==> src/power_state_defines.svh <==
// constants for the power state and wake controller
// assumes a 100 MHz clock; switch and wake inputs already synchronous
// Overview of operation
// - short press from off or sleep powers on
// - hold over six seconds forces soft-off
// - short press while on requests sleep
// - six wake sources resume from S3/S4/S5
// - pcie wake line wakes from S3/S4/S5
// - usb wakes S3, not after mechanical-off until another wake
// - usb wake S4/S5 needs firmware option
// - infrared remote wakes from S3/S4/S5
// - infrared remote blocked in S4/S5 when deep_sleep_off
// - lan wake-frame signal powers system up
// - programmed rtc alarm wakes from S5
// - after outage restore prior on/off state
// - S3: standby power only, amber indicator
// - wake from S3 resumes last working state
// - standby indicator lit while standby present
`ifndef POWER_STATE_DEFINES_SVH
`define POWER_STATE_DEFINES_SVH
`define CLK_FREQ_HZ 100000000
`define SHORT_PRESS_S 4
`define LONG_PRESS_S 6
`define DEBOUNCE_US 10
`define SHORT_PRESS_CYC (`SHORT_PRESS_S * `CLK_FREQ_HZ)
`define LONG_PRESS_CYC (`LONG_PRESS_S * `CLK_FREQ_HZ)
`define DEBOUNCE_CYC (`DEBOUNCE_US * (`CLK_FREQ_HZ / 1000000))
`endif

==> src/power_state_pkg.sv <==
// types for the power state and wake controller
// no assumptions beyond a SystemVerilog compiler
package power_state_pkg;
    typedef enum logic [4:0] {
        PS_OFF = 5'h01,
        PS_ON = 5'h02,
        PS_S3 = 5'h04,
        PS_S4 = 5'h08,
        PS_S5 = 5'h10
    } pstate_t;
    // sleep request kind from operating system settings
    typedef enum logic [1:0] {
        SLP_S3 = 2'h0,
        SLP_S4 = 2'h1,
        SLP_S5 = 2'h2
    } sleep_kind_t;
endpackage : power_state_pkg

==> src/power_state_wake_controller.sv <==
// power state tracker with power switch timing and wake collection
// assumes standby-powered clock; srst comes from ac application
`timescale 1ns/100ps
`default_nettype none
`include "power_state_defines.svh"
module power_state_wake_controller
    import power_state_pkg::*;
#(
    parameter int unsigned SHORT_CYC = `SHORT_PRESS_CYC,
    parameter int unsigned LONG_CYC = `LONG_PRESS_CYC,
    parameter int unsigned DEB_CYC = `DEBOUNCE_CYC
)
(
    input wire logic clk,
    input wire logic srst,
    input wire logic powerSwitch,
    input wire power_state_pkg::sleep_kind_t sleepKind,
    input wire logic osSleepReq,
    input wire logic rtcAlarm,
    input wire logic rtcAlarmArmed,
    input wire logic lanWake,
    input wire logic usbActivity,
    input wire logic usbWakeS45En,
    input wire logic pcieWake,
    input wire logic infrared_remote,
    input wire logic deep_sleep_off,
    input wire logic restoreEn,
    input wire logic lastWasOn,
    input wire logic standbyPresent,
    output logic mainPowerOn,
    output logic sleepReqOut,
    output logic ledPrimary,
    output logic ledSecondary,
    output logic standbyLed,
    output logic wakePulse,
    output power_state_pkg::pstate_t powerState
);
    import power_state_pkg::*;

    // behaviour notes for users of this block:
    // - all pin inputs are taken as already synchronous to clk
    // - the switch is believed only after DEB_CYC steady cycles, so
    //   every press and every release is seen that much later
    // - press length is judged on release, except the forced off,
    //   which fires while the switch is still held down
    // - wake sources are levels; one high cycle while resting is enough
    // - a wake source held high across a sleep request wakes the system
    //   again on the next edge; sources are expected to be pulses
    // - the sleep target is chosen by software through sleepKind; the
    //   switch only raises sleepReqOut and leaves the choice to it
    // - after srst every usb wake is refused until some other wake
    //   has brought the system up once
    // - the restore decision is taken once, on the first edge after srst

    ////////////////////////////////////////////////////////////////
    // shared decodes and limits

    // hold counter ceiling, so a switch stuck closed cannot wrap
    localparam logic [31:0] HOLD_MAX = 32'hFFFFFFFF;

    // working state: main rails up and primary lamp lit
    function automatic logic isWorking(input pstate_t st);
        return (st == PS_ON);
    endfunction : isWorking

    // suspend to ram: standby rail only, secondary lamp lit
    function automatic logic isSuspend(input pstate_t st);
        return (st == PS_S3);
    endfunction : isSuspend

    // disk and soft-off rest, where usb and infrared need extra gating
    function automatic logic isDeepRest(input pstate_t st);
        return (st == PS_S4) || (st == PS_S5);
    endfunction : isDeepRest

    // states a held switch may force down; off and s5 are already there
    function automatic logic canForceOff(input pstate_t st);
        return (st == PS_ON) || (st == PS_S3) || (st == PS_S4);
    endfunction : canForceOff

    ////////////////////////////////////////////////////////////////
    // switch debounce and hold timer
    logic debReg, debNext;
    logic [31:0] debCntReg, debCntNext;
    logic [31:0] holdCntReg, holdCntNext;
    logic longFiredReg, longFiredNext;
    logic shortPress, longPress;
    logic restoredReg, restoredNext;
    logic g3SeenReg, g3SeenNext;
    logic wakeHit;

    // input must hold steady for the debounce count before it is believed
    // a bounce inside the window restarts the count from zero
    always_comb
    begin
        debNext = debReg;
        debCntNext = '0;
        if (powerSwitch != debReg)
        begin
            debCntNext = debCntReg + 32'h1;
            if (debCntReg >= DEB_CYC - 1)
            begin
                debNext = powerSwitch;
                debCntNext = '0;
            end
        end
    end

    // hold counter saturates so a very long press never wraps
    always_comb
    begin
        holdCntNext = holdCntReg;
        longFiredNext = longFiredReg;
        shortPress = 1'b0;
        longPress = 1'b0;
        if (debReg)
        begin
            if (holdCntReg != HOLD_MAX)
                holdCntNext = holdCntReg + 32'h1;
            // longFiredReg keeps one hold from firing twice
            if (holdCntReg > LONG_CYC && !longFiredReg)
            begin
                longPress = 1'b1;
                longFiredNext = 1'b1;
            end
        end
        else
        begin
            // a release ends the hold; the counter clears for the next press
            // releases between four and six seconds do nothing
            shortPress = (holdCntReg != '0) && (holdCntReg < SHORT_CYC);
            holdCntNext = '0;
            longFiredNext = 1'b0;
        end
    end

    always_ff @(posedge clk)
    begin
        if (srst)
        begin
            debReg <= 1'b0;
            debCntReg <= '0;
            holdCntReg <= '0;
            longFiredReg <= 1'b0;
        end
        else
        begin
            debReg <= debNext;
            debCntReg <= debCntNext;
            holdCntReg <= holdCntNext;
            longFiredReg <= longFiredNext;
        end
    end

    ////////////////////////////////////////////////////////////////
    // wake qualification, only looked at while not working
    logic rtcHit, usbHit, irHit;

    // per-source gating that depends on the resting state
    always_comb
    begin
        // an alarm that nobody programmed is treated as noise
        rtcHit = rtcAlarm && rtcAlarmArmed;
        // usb after a mechanical-off stays dead until the next real wake
        usbHit = usbActivity && !g3SeenReg;
        if (isDeepRest(powerState))
            usbHit = usbHit && usbWakeS45En;
        // infrared is muted in the deep low-power variant of s4/s5
        irHit = infrared_remote;
        if (isDeepRest(powerState) && deep_sleep_off)
            irHit = 1'b0;
    end

    // any qualified source while resting
    always_comb
    begin
        wakeHit = 1'b0;
        case (powerState)
            PS_S3, PS_S4, PS_S5:
                wakeHit = shortPress || rtcHit || lanWake || pcieWake
                    || usbHit || irHit;
            PS_OFF:
                wakeHit = shortPress;
            default:
                wakeHit = 1'b0;
        endcase
    end

    ////////////////////////////////////////////////////////////////
    // state sequencer
    pstate_t stateNext;
    logic sleepReqNext, wakePulseNext;

    always_comb
    begin
        stateNext = powerState;
        sleepReqNext = 1'b0;
        wakePulseNext = 1'b0;
        restoredNext = 1'b1;
        g3SeenNext = g3SeenReg;
        if (!restoredReg)
        begin
            // one-shot decision after ac returns; no wake or press is
            // honoured on this edge, they would race the restore
            stateNext = (restoreEn && lastWasOn) ? PS_ON : PS_S5;
        end
        else if (longPress && canForceOff(powerState))
        begin
            // fail-safe off wins over any wake or sleep in the same cycle,
            // so a hung system can always be forced down from the panel
            stateNext = PS_S5;
        end
        else
        begin
            case (powerState)
                PS_ON:
                begin
                    // a short press only asks software; the target comes
                    // from sleepKind once software commits with osSleepReq
                    if (shortPress)
                        sleepReqNext = 1'b1;
                    if (osSleepReq)
                    begin
                        case (sleepKind)
                            SLP_S3: stateNext = PS_S3;
                            SLP_S4: stateNext = PS_S4;
                            default: stateNext = PS_S5;
                        endcase
                    end
                end
                PS_S3, PS_S4, PS_S5, PS_OFF:
                begin
                    // every rest returns to working; s3 context sits in ram,
                    // so this is the last working state
                    if (wakeHit)
                    begin
                        stateNext = PS_ON;
                        wakePulseNext = 1'b1;
                        g3SeenNext = 1'b0;
                    end
                end
                // unreachable with one-hot codes; recover to soft-off
                default:
                    stateNext = PS_S5;
            endcase
        end
    end

    // state registers; powerState leaves reset as off and is replaced by
    // the restore decision on the first edge after release
    always_ff @(posedge clk)
    begin
        if (srst)
        begin
            powerState <= PS_OFF;
            restoredReg <= 1'b0;
            g3SeenReg <= 1'b1; // ac just applied: a mechanical-off happened
            sleepReqOut <= 1'b0;
            wakePulse <= 1'b0;
        end
        else
        begin
            powerState <= stateNext;
            restoredReg <= restoredNext;
            g3SeenReg <= g3SeenNext;
            sleepReqOut <= sleepReqNext;
            wakePulse <= wakePulseNext;
        end
    end

    ////////////////////////////////////////////////////////////////
    // power rail and indicator drive
    // taken from the next state, so rails and lamps move on the same
    // edge as powerState rather than trailing it by one cycle
    logic mainPowerNext, ledPrimaryNext, ledSecondaryNext, standbyLedNext;

    // lamp and rail decode
    always_comb
    begin
        mainPowerNext = isWorking(stateNext);
        ledPrimaryNext = isWorking(stateNext);
        // single-colour panels wire only the primary lamp, so s3 looks dark
        ledSecondaryNext = isSuspend(stateNext);
        // stays lit while the system looks off, as a warning to unplug
        standbyLedNext = standbyPresent;
    end

    // output registers, straight to the pins
    always_ff @(posedge clk)
    begin
        if (srst)
        begin
            mainPowerOn <= 1'b0;
            ledPrimary <= 1'b0;
            ledSecondary <= 1'b0;
            standbyLed <= 1'b0;
        end
        else
        begin
            mainPowerOn <= mainPowerNext;
            ledPrimary <= ledPrimaryNext;
            ledSecondary <= ledSecondaryNext;
            standbyLed <= standbyLedNext;
        end
    end
endmodule : power_state_wake_controller
`default_nettype wire

==> config.mk <==
export PLATFORM = sky130hd
export DESIGN_NAME = power_state_wake_controller
export DESIGN_NICKNAME = d
export VERILOG_FILES = /design/src/power_state_pkg.sv /design/src/power_state_wake_controller.sv
export VERILOG_INCLUDE_DIRS = /design/src /design/src/src
export SDC_FILE = /design/constraint.sdc
export NUM_CORES = 1
export LEC_CHECK = 0
export BUFFER_PORTS_ARGS = -buffer_cell sky130_fd_sc_hd__buf_4
export CORE_ASPECT_RATIO = 0.9
export CORE_MARGIN = 4
export CORE_UTILIZATION = 35
export CTS_BUF_LIST = sky130_fd_sc_hd__clkbuf_2 sky130_fd_sc_hd__clkbuf_4 sky130_fd_sc_hd__clkbuf_8
export DETAILED_ROUTE_END_ITERATION = 16
export PLACE_DENSITY = 0.52
export SETUP_SLACK_MARGIN = 0.5
export SLEW_MARGIN = 20
export SYNTH_ARGS = -nofsm -noshare
export SYNTH_HDL_FRONTEND = slang
export SYNTH_SLANG_ARGS = --single-unit
==> constraint.sdc <==
create_clock -name clk -period 6.3 [get_ports clk]
set_input_delay 0 -clock clk [delete_from_list [all_inputs] [get_ports clk]]
set_output_delay 0 -clock clk [all_outputs]
set_load 0.01 [all_outputs]
==> run_results.csv, run 1 <==
group,metric,value,unit
run,cap_violations,0,
outcome,status,"finished, final reports clean",
timing,max-slew-margin-rel,49.0,%
timing,fin_skew,0.0100,ns
worst_setup_path,crit_arrival,3.27,ns
drt,via_per_inst,5.08,
die,die-area,11500,um2
yosys,synth.distinct_cells,56,
worst_setup_path,startpoint_type,"flop",
yosys,netlist_area,3460,um2
yosys,synthXorXnorAreaFrac,8.35,%
hold_path,min_path_type,"in -> reg",
drt,ant_nets,0,
die,top_level_ports,28,
timing,drv_slew,0,
worst_setup_path,cp_slowest_cell,"nor4_4",
yosys,async_flop_share,0,%
yosys,synth_mux_area_share,0.289,%
placement,place_hpwl,5.38,mm
yosys,synth_adder_area_share,1.08,%
power_and_ir_drop,irDropWorstVdd,0.119,mV
timing,rsz0062_at_grt,"false",
timing,fin_crit,2.95,ns
timing,final.setup.tns,0,ns
timing,worstMarginPinSlew,0.762,ns
die,die_w,113,um
cells_and_area,fillers,962,
yosys,yosysWarnings,0,
die,core,9660,um2
drt,drc,0,
drt,wire_per_inst,13.7,um
drt,vias,2898,
global_routing,grt_pass1_vias,2661,
yosys,synth_compound_area_share,14.1,%
worst_setup_path,cp-end-kind,"flop",
clock_tree,clk_latency,0.36,ns
die,floorplan.initialDensity,35.9,%
timing,hold_viol_final,0,
cells_and_area,layout-drive-gt1-share,12.6,%
clock_tree,cts_buffers,9,
timing,timing.final.crit_share,46.9,%
clock_tree,cts_tree,"done",
yosys,synth_top_family_by_area,"simple AND/OR/NAND/NOR gates",
worst_setup_path,path_cells,"and4_1, nand2_1, nor4_4, nand2_1, a211oi_1, a31o_2",
yosys,synth_seq_cells,78,
worst_setup_path,crit_top_cell,"nand2_1",
power_and_ir_drop,power.density,222,nW/um2
clock_tree,cts-root-buf,"clkbuf_8",
yosys,synth.avg_cell_area,8.79,um2
global_routing,overflow,0,
worst_setup_path,worstSetupPathType,"reg -> reg",
placement,place_inst,548,
yosys,ys_seq_area_share,45.1,%
clock_tree,clock-sinks,78,
global_routing,antenna_found_initial,0,
drt,dr.first_iter.drc_count,296,
worst_setup_path,cp_max_fo,15,
timing,finalSetupViolCount,0,
worst_setup_path,max_stage_delay,0.73,ns
yosys,synthSimpleGateAreaFrac,27.1,%
clock_tree,htree_levels,3,
clock_tree,clk_pin_slew,0.09,ns
yosys,synthCells,394,
yosys,synth-edff-count,0,
worst_setup_path,crit_required,6.61,ns
global_routing,grt_usage,14.1,%
cells_and_area,syn_to_final_growth,17.2,%
yosys,ys.flop_type,"dfxtp_1",
cells_and_area,fin_nets,459,
die,row_count,34,
cells_and_area,fin_cells,570,
placement,portBuffers,27,
placement,place_congestion,0.880,
clock_tree,ctsLongestPathBuffers,2,
global_routing,grt_max_degree,33,
die,die_h,102,um
drt,dr.pass1.iters,4,
power_and_ir_drop,leakagePower,1.49,nW
cells_and_area,n_antenna_cell,0,
timing,timing.fmax,0.339,GHz
drt,wirelength,7.82,mm
global_routing,grt_pass1_wl,13.0,mm
clock_tree,postCtsSetupBuffers,0,
worst_setup_path,r2r_setup_slack,3.35,ns
## repair_timing
item,4_1_cts,5_1_grt
endpoints found under the hold margin,12,0
hold buffers,6,0
gates resized for setup,0,0
## per-stage QoR
step | power, mW | hold slack (ns) | worst slack [ns] | area, um2 | utilization [%]
6_report | 0.900 | 0.0378 | 3.35 | 4060 | 42.0
5_1_grt | 0.941 | 0.0452 | 3.07 | 4060 | 42.0
4_1_cts | 0.915 | 0.00965 | 3.06 | 4050 | 41.9
3_5_place_dp | 0.564 | 0.229 | 3.09 | 3810 | 39.5
3_3_place_gp | 0.564 | 0.220 | 3.22 | 3810 | 39.5
2_1_floorplan | 0.545 | 0.101 | 4.08 | 3540 | -
## power by group
group,switching (mW),internal (mW)
Sequential,0.00725,0.504
Clock,0.194,0.150
Combinational,0.0217,0.0227
Total,0.223,0.677
## synth_stat cells, types with 3 or more instances
cell type | instances | share of area, %
a21oi_1 | 16 | 2.3
and4_1 | 5 | 1.3
xnor2_1 | 22 | 5.6
inv_1 | 10 | 1.1
nor3_1 | 15 | 2.2
nor4_1 | 12 | 2.2
or4_1 | 5 | 1.1
xor2_1 | 11 | 2.8
ha_1 | 3 | 1.1
nand2_1 | 22 | 2.4
buf_2 | 5 | 0.72
and3_1 | 12 | 2.2
o21ai_0 | 8 | 1.2
a31oi_1 | 4 | 0.72
a2111oi_0 | 3 | 0.76
nand4_1 | 13 | 2.3
clkbuf_1 | 14 | 1.5
dfxtp_1 | 78 | 45
and2_1 | 4 | 0.72
nand3_1 | 18 | 2.6
o21ai_1 | 5 | 0.72
a31o_2 | 3 | 0.76
nor2b_1 | 3 | 0.54
a211oi_1 | 12 | 2.6
nor2_1 | 54 | 5.9
## area by class of cell
cell class | instances | area, um2 | area share (%)
multi-input combinational | 306 | 1850 | 45.7
clock buffer | 10 | 131 | 3.24
inverter | 10 | 37.5 | 0.925
tap | 126 | 158 | 3.88
timing repair buffer | 34 | 270 | 6.66
sequential | 78 | 1560 | 38.5
clock inverter | 6 | 46.3 | 1.14
## sequential cells by signal, summed over array words and instances, names as in the netlist
signal        count
debCntReg        32
ledPrimary        1
g3SeenReg         1
longFiredReg      1
powerState        5
debReg            1
standbyLed        1
holdCntReg       32
wakePulse         1
sleepReqOut       1
restoredReg       1
ledSecondary      1
## placed cells by master (no fill, tap or decap), types with 2 or more instances in the layout
master,netlist,layout
a2111oi_0,3,3
a211oi_1,12,12
a21oi_1,16,16
a22oi_1,2,2
a31o_2,3,3
a31oi_1,4,4
and2_1,4,4
and3_1,12,12
and4_1,5,5
buf_4,1,28
clkbuf_8,0,9
clkinvlp_4,0,2
conb_1,1,22
dfxtp_1,78,78
dlygate4sd3_1,0,6
ha_1,3,3
inv_1,10,10
inv_6,0,2
nand2_1,22,22
nand3_1,18,18
nand3b_1,2,2
nand4_1,13,13
nor2_1,54,54
nor2b_1,3,3
nor3_1,15,15
nor4_1,12,12
nor4b_1,2,2
o21a_1,2,2
o21ai_0,8,8
o21ai_1,5,5
o31a_1,2,2
or2_2,2,2
or4_1,5,5
xnor2_1,22,22
xor2_1,11,11
## logic make-up after synthesis
family / Yosys count
buffers and inverters: 31
multiplexers: 1
flip-flops: 78
adder cells (fa/ha/maj): 3
AO/OA/AOI/OAI: 69
AND/OR/NAND/NOR: 178
other: 1
XOR/XNOR: 33
## metal layers
| metal | vias up | routed length, um | part of all wire, % | GRT usage [%] |
|---|---|---|---|---|
| met5 | - | 0 | 0 | 0 |
| met3 | 9 | 420 | 5.4 | 4.26 |
| met2 | 62 | 3430 | 44 | 21.7 |
| li1 | 1486 | - | - | - |
| met1 | 1341 | 3850 | 49 | 18.5 |
| met4 | 0 | 122 | 1.6 | 6.01 |
## worst max-delay path: cells and delay by family, from the launching register on
family          cells  cell delay, ns
flops               1            0.43
compound gates      2            0.44
simple gates        4            2.03
## final timing paths
check,start,to,cells after the start
worst max-delay path,holdCntReg[2],holdCntReg[21],6
worst min-delay path,restoreEn,ledPrimary,3
worst min register to register,debCntReg[0],debCntReg[0],1
worst max register to register,holdCntReg[2],holdCntReg[21],6
Note: power is estimated with default switching activity, not from simulation.
==> inputs of run 2 (changes only) <==
--- a/config.mk
+++ b/config.mk
@@ -6,6 +6,7 @@
 export SDC_FILE = /design/constraint.sdc
 export NUM_CORES = 1
 export LEC_CHECK = 0
+export ABC_AREA = 1
 export BUFFER_PORTS_ARGS = -buffer_cell sky130_fd_sc_hd__buf_4
 export CORE_ASPECT_RATIO = 0.9
 export CORE_MARGIN = 4
==> constraint.sdc (replaced) <==
create_clock -name clk -period 2.88 [get_ports clk]
set_input_delay 0 -clock clk [delete_from_list [all_inputs] [get_ports clk]]
set_output_delay 0 -clock clk [all_outputs]
set_load 0.01 [all_outputs]
==> run 2 against run 1 <==
  * Sequential power up 120%
  * Synthesized area increased by 9.5%
  * Synthesized cell count rose by 34%
  * Critical path depth rose by 8
  * Core utilization grew 1.2 points
  * Sequential share of layout area is 3.7 points lower
  * Non-clock buffer count is 4 higher
  * Flip-flop and latch count stayed put
==> run_results.csv, run 2 <==
group,metric,value,unit
die,die_w,118,um
worst_setup_path,setup.worst_path.end,"powerState[4]",
run,cap_violations,0,
timing,hold_viol_final,0,
cells_and_area,n_antenna_cell,0,
placement,place_congestion,0.932,
global_routing,grt_max_degree,18,
cells_and_area,layout-drive-gt1-share,14.7,%
power_and_ir_drop,power,2.05,mW
worst_setup_path,startpoint_type,"flop",
cells_and_area,fin_nets,612,
worst_setup_path,path_cells,"inv_1, ha_1, nand3_1, nor2_2, nand3_1, nor2_1, nor2_1, nand3_1, nand2_1, nor2_1, nand2_1, nand2_1, nor2_1, dlygate4sd3_1",
timing,rsz0062_at_grt,"false",
clock_tree,cts_tree,"done",
worst_setup_path,max_stage_delay,0.54,ns
cells_and_area,layout_common_cells,"nand2_1 (112), nor2_1 (79), dfxtp_1 (73)",
worst_setup_path,cp_slowest_cell,"dlygate4sd3_1",
power_and_ir_drop,power.density,455,nW/um2
worst_setup_path,crit_top_cell,"nor2_1",
worst_setup_path,r2r_setup_slack,0.72,ns
cells_and_area,multi_input_area,1980,um2
yosys,synth_seq_cells,78,
clock_tree,cts-root-buf,"clkbuf_8",
worst_setup_path,regToRegStartpoint,"holdCntReg[0]",
global_routing,grt_pass1_wl,15.0,mm
die,top_level_ports,28,
die,row_count,35,
clock_tree,htree_levels,3,
drt,ant_nets,0,
global_routing,antenna_found_initial,0,
worst_setup_path,r2r-end,"powerState[4]",
placement,place_inst,700,
worst_setup_path,worstSetupPathType,"reg -> reg",
timing,final.setup.tns,0,ns
die,floorplan.initialDensity,36.4,%
global_routing,grt_pass1_vias,3205,
worst_setup_path,rr_worst_depth,14,
timing,fin_skew,0.0194,ns
drt,dr.pass1.iters,5,
drt,via_per_inst,4.72,
placement,place_ws,0.995,ns
cells_and_area,largest_registers,"debCntReg: 32 flops, holdCntReg: 32 flops, powerState: 5 flops",
drt,wire_per_inst,12.6,um
global_routing,grt_usage,15.0,%
cells_and_area,syn_to_final_growth,18.9,%
cells_and_area,utilization,43.2,%
drt,dr.first_iter.drc_count,301,
yosys,synth.area.top_cells,"dfxtp_1 (41%), nand2_1 (11%), nor2_1 (8.1%), inv_1 (6.7%), nand3_1 (4.8%)",
worst_setup_path,crit_required,3.15,ns
worst_setup_path,cp_max_fo,5,
clock_tree,clock-sinks,78,
clock_tree,clk_pin_slew,0.10,ns
power_and_ir_drop,leakagePower,1.98,nW
worst_setup_path,crit_arrival,2.42,ns
timing,timing.fmax,0.464,GHz
yosys,netlist_area,3790,um2
clock_tree,ctsLongestPathBuffers,2,
worst_setup_path,cp-end-kind,"flop",
hold_path,min_path_type,"in -> reg",
yosys,synthCells,528,
timing,finalSetupViolCount,0,
worst_setup_path,cp-startpoint,"holdCntReg[0]",
timing,timing.final.crit_share,74.8,%
timing,drv_slew,0,
yosys,synth-edff-count,0,
timing,fin_crit,2.16,ns
cells_and_area,fin_cells,726,
drt,drc,0,
yosys,synth_common_cells,"nand2_1 (112), nor2_1 (82), dfxtp_1 (78)",
cells_and_area,final_common_cell,"nand2_1",
yosys,ys.flop_type,"dfxtp_1",
cells_and_area,register_area,1570,um2
drt,wirelength,9.15,mm
die,core,10400,um2
yosys,ys_seq_area_share,41.2,%
global_routing,overflow,0,
placement,place_hpwl,6.95,mm
die,die-area,12600,um2
cells_and_area,fillers,1078,
clock_tree,clk_latency,0.38,ns
clock_tree,cts_buffers,9,
drt,vias,3427,
clock_tree,postCtsSetupBuffers,0,
die,die_h,107,um
yosys,synth_most_common_cell,"nand2_1",
yosys,synth.distinct_cells,35,
timing,worst_slack,0.725,ns
yosys,synth_top_area_cell,"dfxtp_1",
yosys,synth_top_area_share,41.2,%
power_and_ir_drop,irDropWorstVdd,0.327,mV
outcome,status,"finished, final reports clean",
placement,portBuffers,27,
yosys,yosysWarnings,0,
yosys,synth.avg_cell_area,7.18,um2
yosys,async_flop_share,0,%
run 2: cell count changes in the layout (fill, tap and decap cells not counted), moves of 12 or more:
cell      previous run  this run
nand3_1             18        36
a211oi_1            12         0
inv_1               10        67
o21ai_0              8        22
xnor2_1             22         3
and3_1              12         0
nor2_1              54        79
nand2_1             22       112
run 2: logic make-up (layout without fill, tap and decap cells):
kind of cell             count (synthesis)  count (layout)  share of synthesized area [%]
AO/OA/AOI/OAI                           47              47                           6.57
XOR/XNOR                                23              23                           5.32
adder cells (fa/ha/maj)                  3               3                          0.991
buffers and inverters                   82             130                           8.98
flip-flops                              78              78                           41.2
other                                    1              22                         0.0989
AND/OR/NAND/NOR                        294             294                           36.8
run 2: power breakdown:
part	total (mW)	internal, mW	switching, mW
clock network	0.833	0.344	0.488
registers	1.12	1.10	0.0127
logic	0.103	0.0493	0.0535
run 2: final cells by class:
| class | instances | area share (%) |
|---|---|---|
| multi-input combinational | 389 | 43.9 |
| sequential | 78 | 34.8 |
| timing repair buffer | 38 | 6.89 |
| inverter | 76 | 6.39 |
| tap | 129 | 3.58 |
| clock buffer | 9 | 2.75 |
| clock inverter | 7 | 1.64 |
run 2: critical path: cells and delay by family (launching register included):
kind	cells	cell delay, ns
adders and majority gates	1	0.17
buffers and inverters	2	0.64
DFF	1	0.37
and+or+nand+nor	11	0.87
run 2: through the flow:
| step | hold WS, ns | area (um2) |
|---|---|---|
| after detailed placement | 0.215 | 4190 |
| after global routing | 0.0785 | 4500 |
| after CTS | 0.0345 | 4490 |
| final | 0.0513 | 4500 |
| after global placement | 0.201 | 4190 |
| after floorplan | 0.0691 | 3870 |
run 2: worst min-delay path by stage:
stage / from / to / slack (ns) / cells after the start
5_1_grt: osSleepReq / ledSecondary / 0.08 / 5
3_3_place_gp: standbyPresent / standbyLed / 0.20 / 3
6_report: osSleepReq / ledSecondary / 0.05 / 5
4_1_cts: osSleepReq / ledSecondary / 0.03 / 5
3_5_place_dp: standbyPresent / standbyLed / 0.22 / 3
2_1_floorplan: srst / ledPrimary / 0.07 / 1
run 2: what timing repair did:
item	CTS	global route
endpoints found under the hold margin	10	0
gates resized for setup	0	10
hold buffers	10	0
setup endpoints to repair	0	1
run 2: layer usage:
layer	wire (um)	vias to the layer above	track usage, %
met4	198	0	6.03
met2	3870	89	22.6
met5	0	-	0
met3	656	19	4.43
met1	4420	1516	20.1
li1	-	1803	-
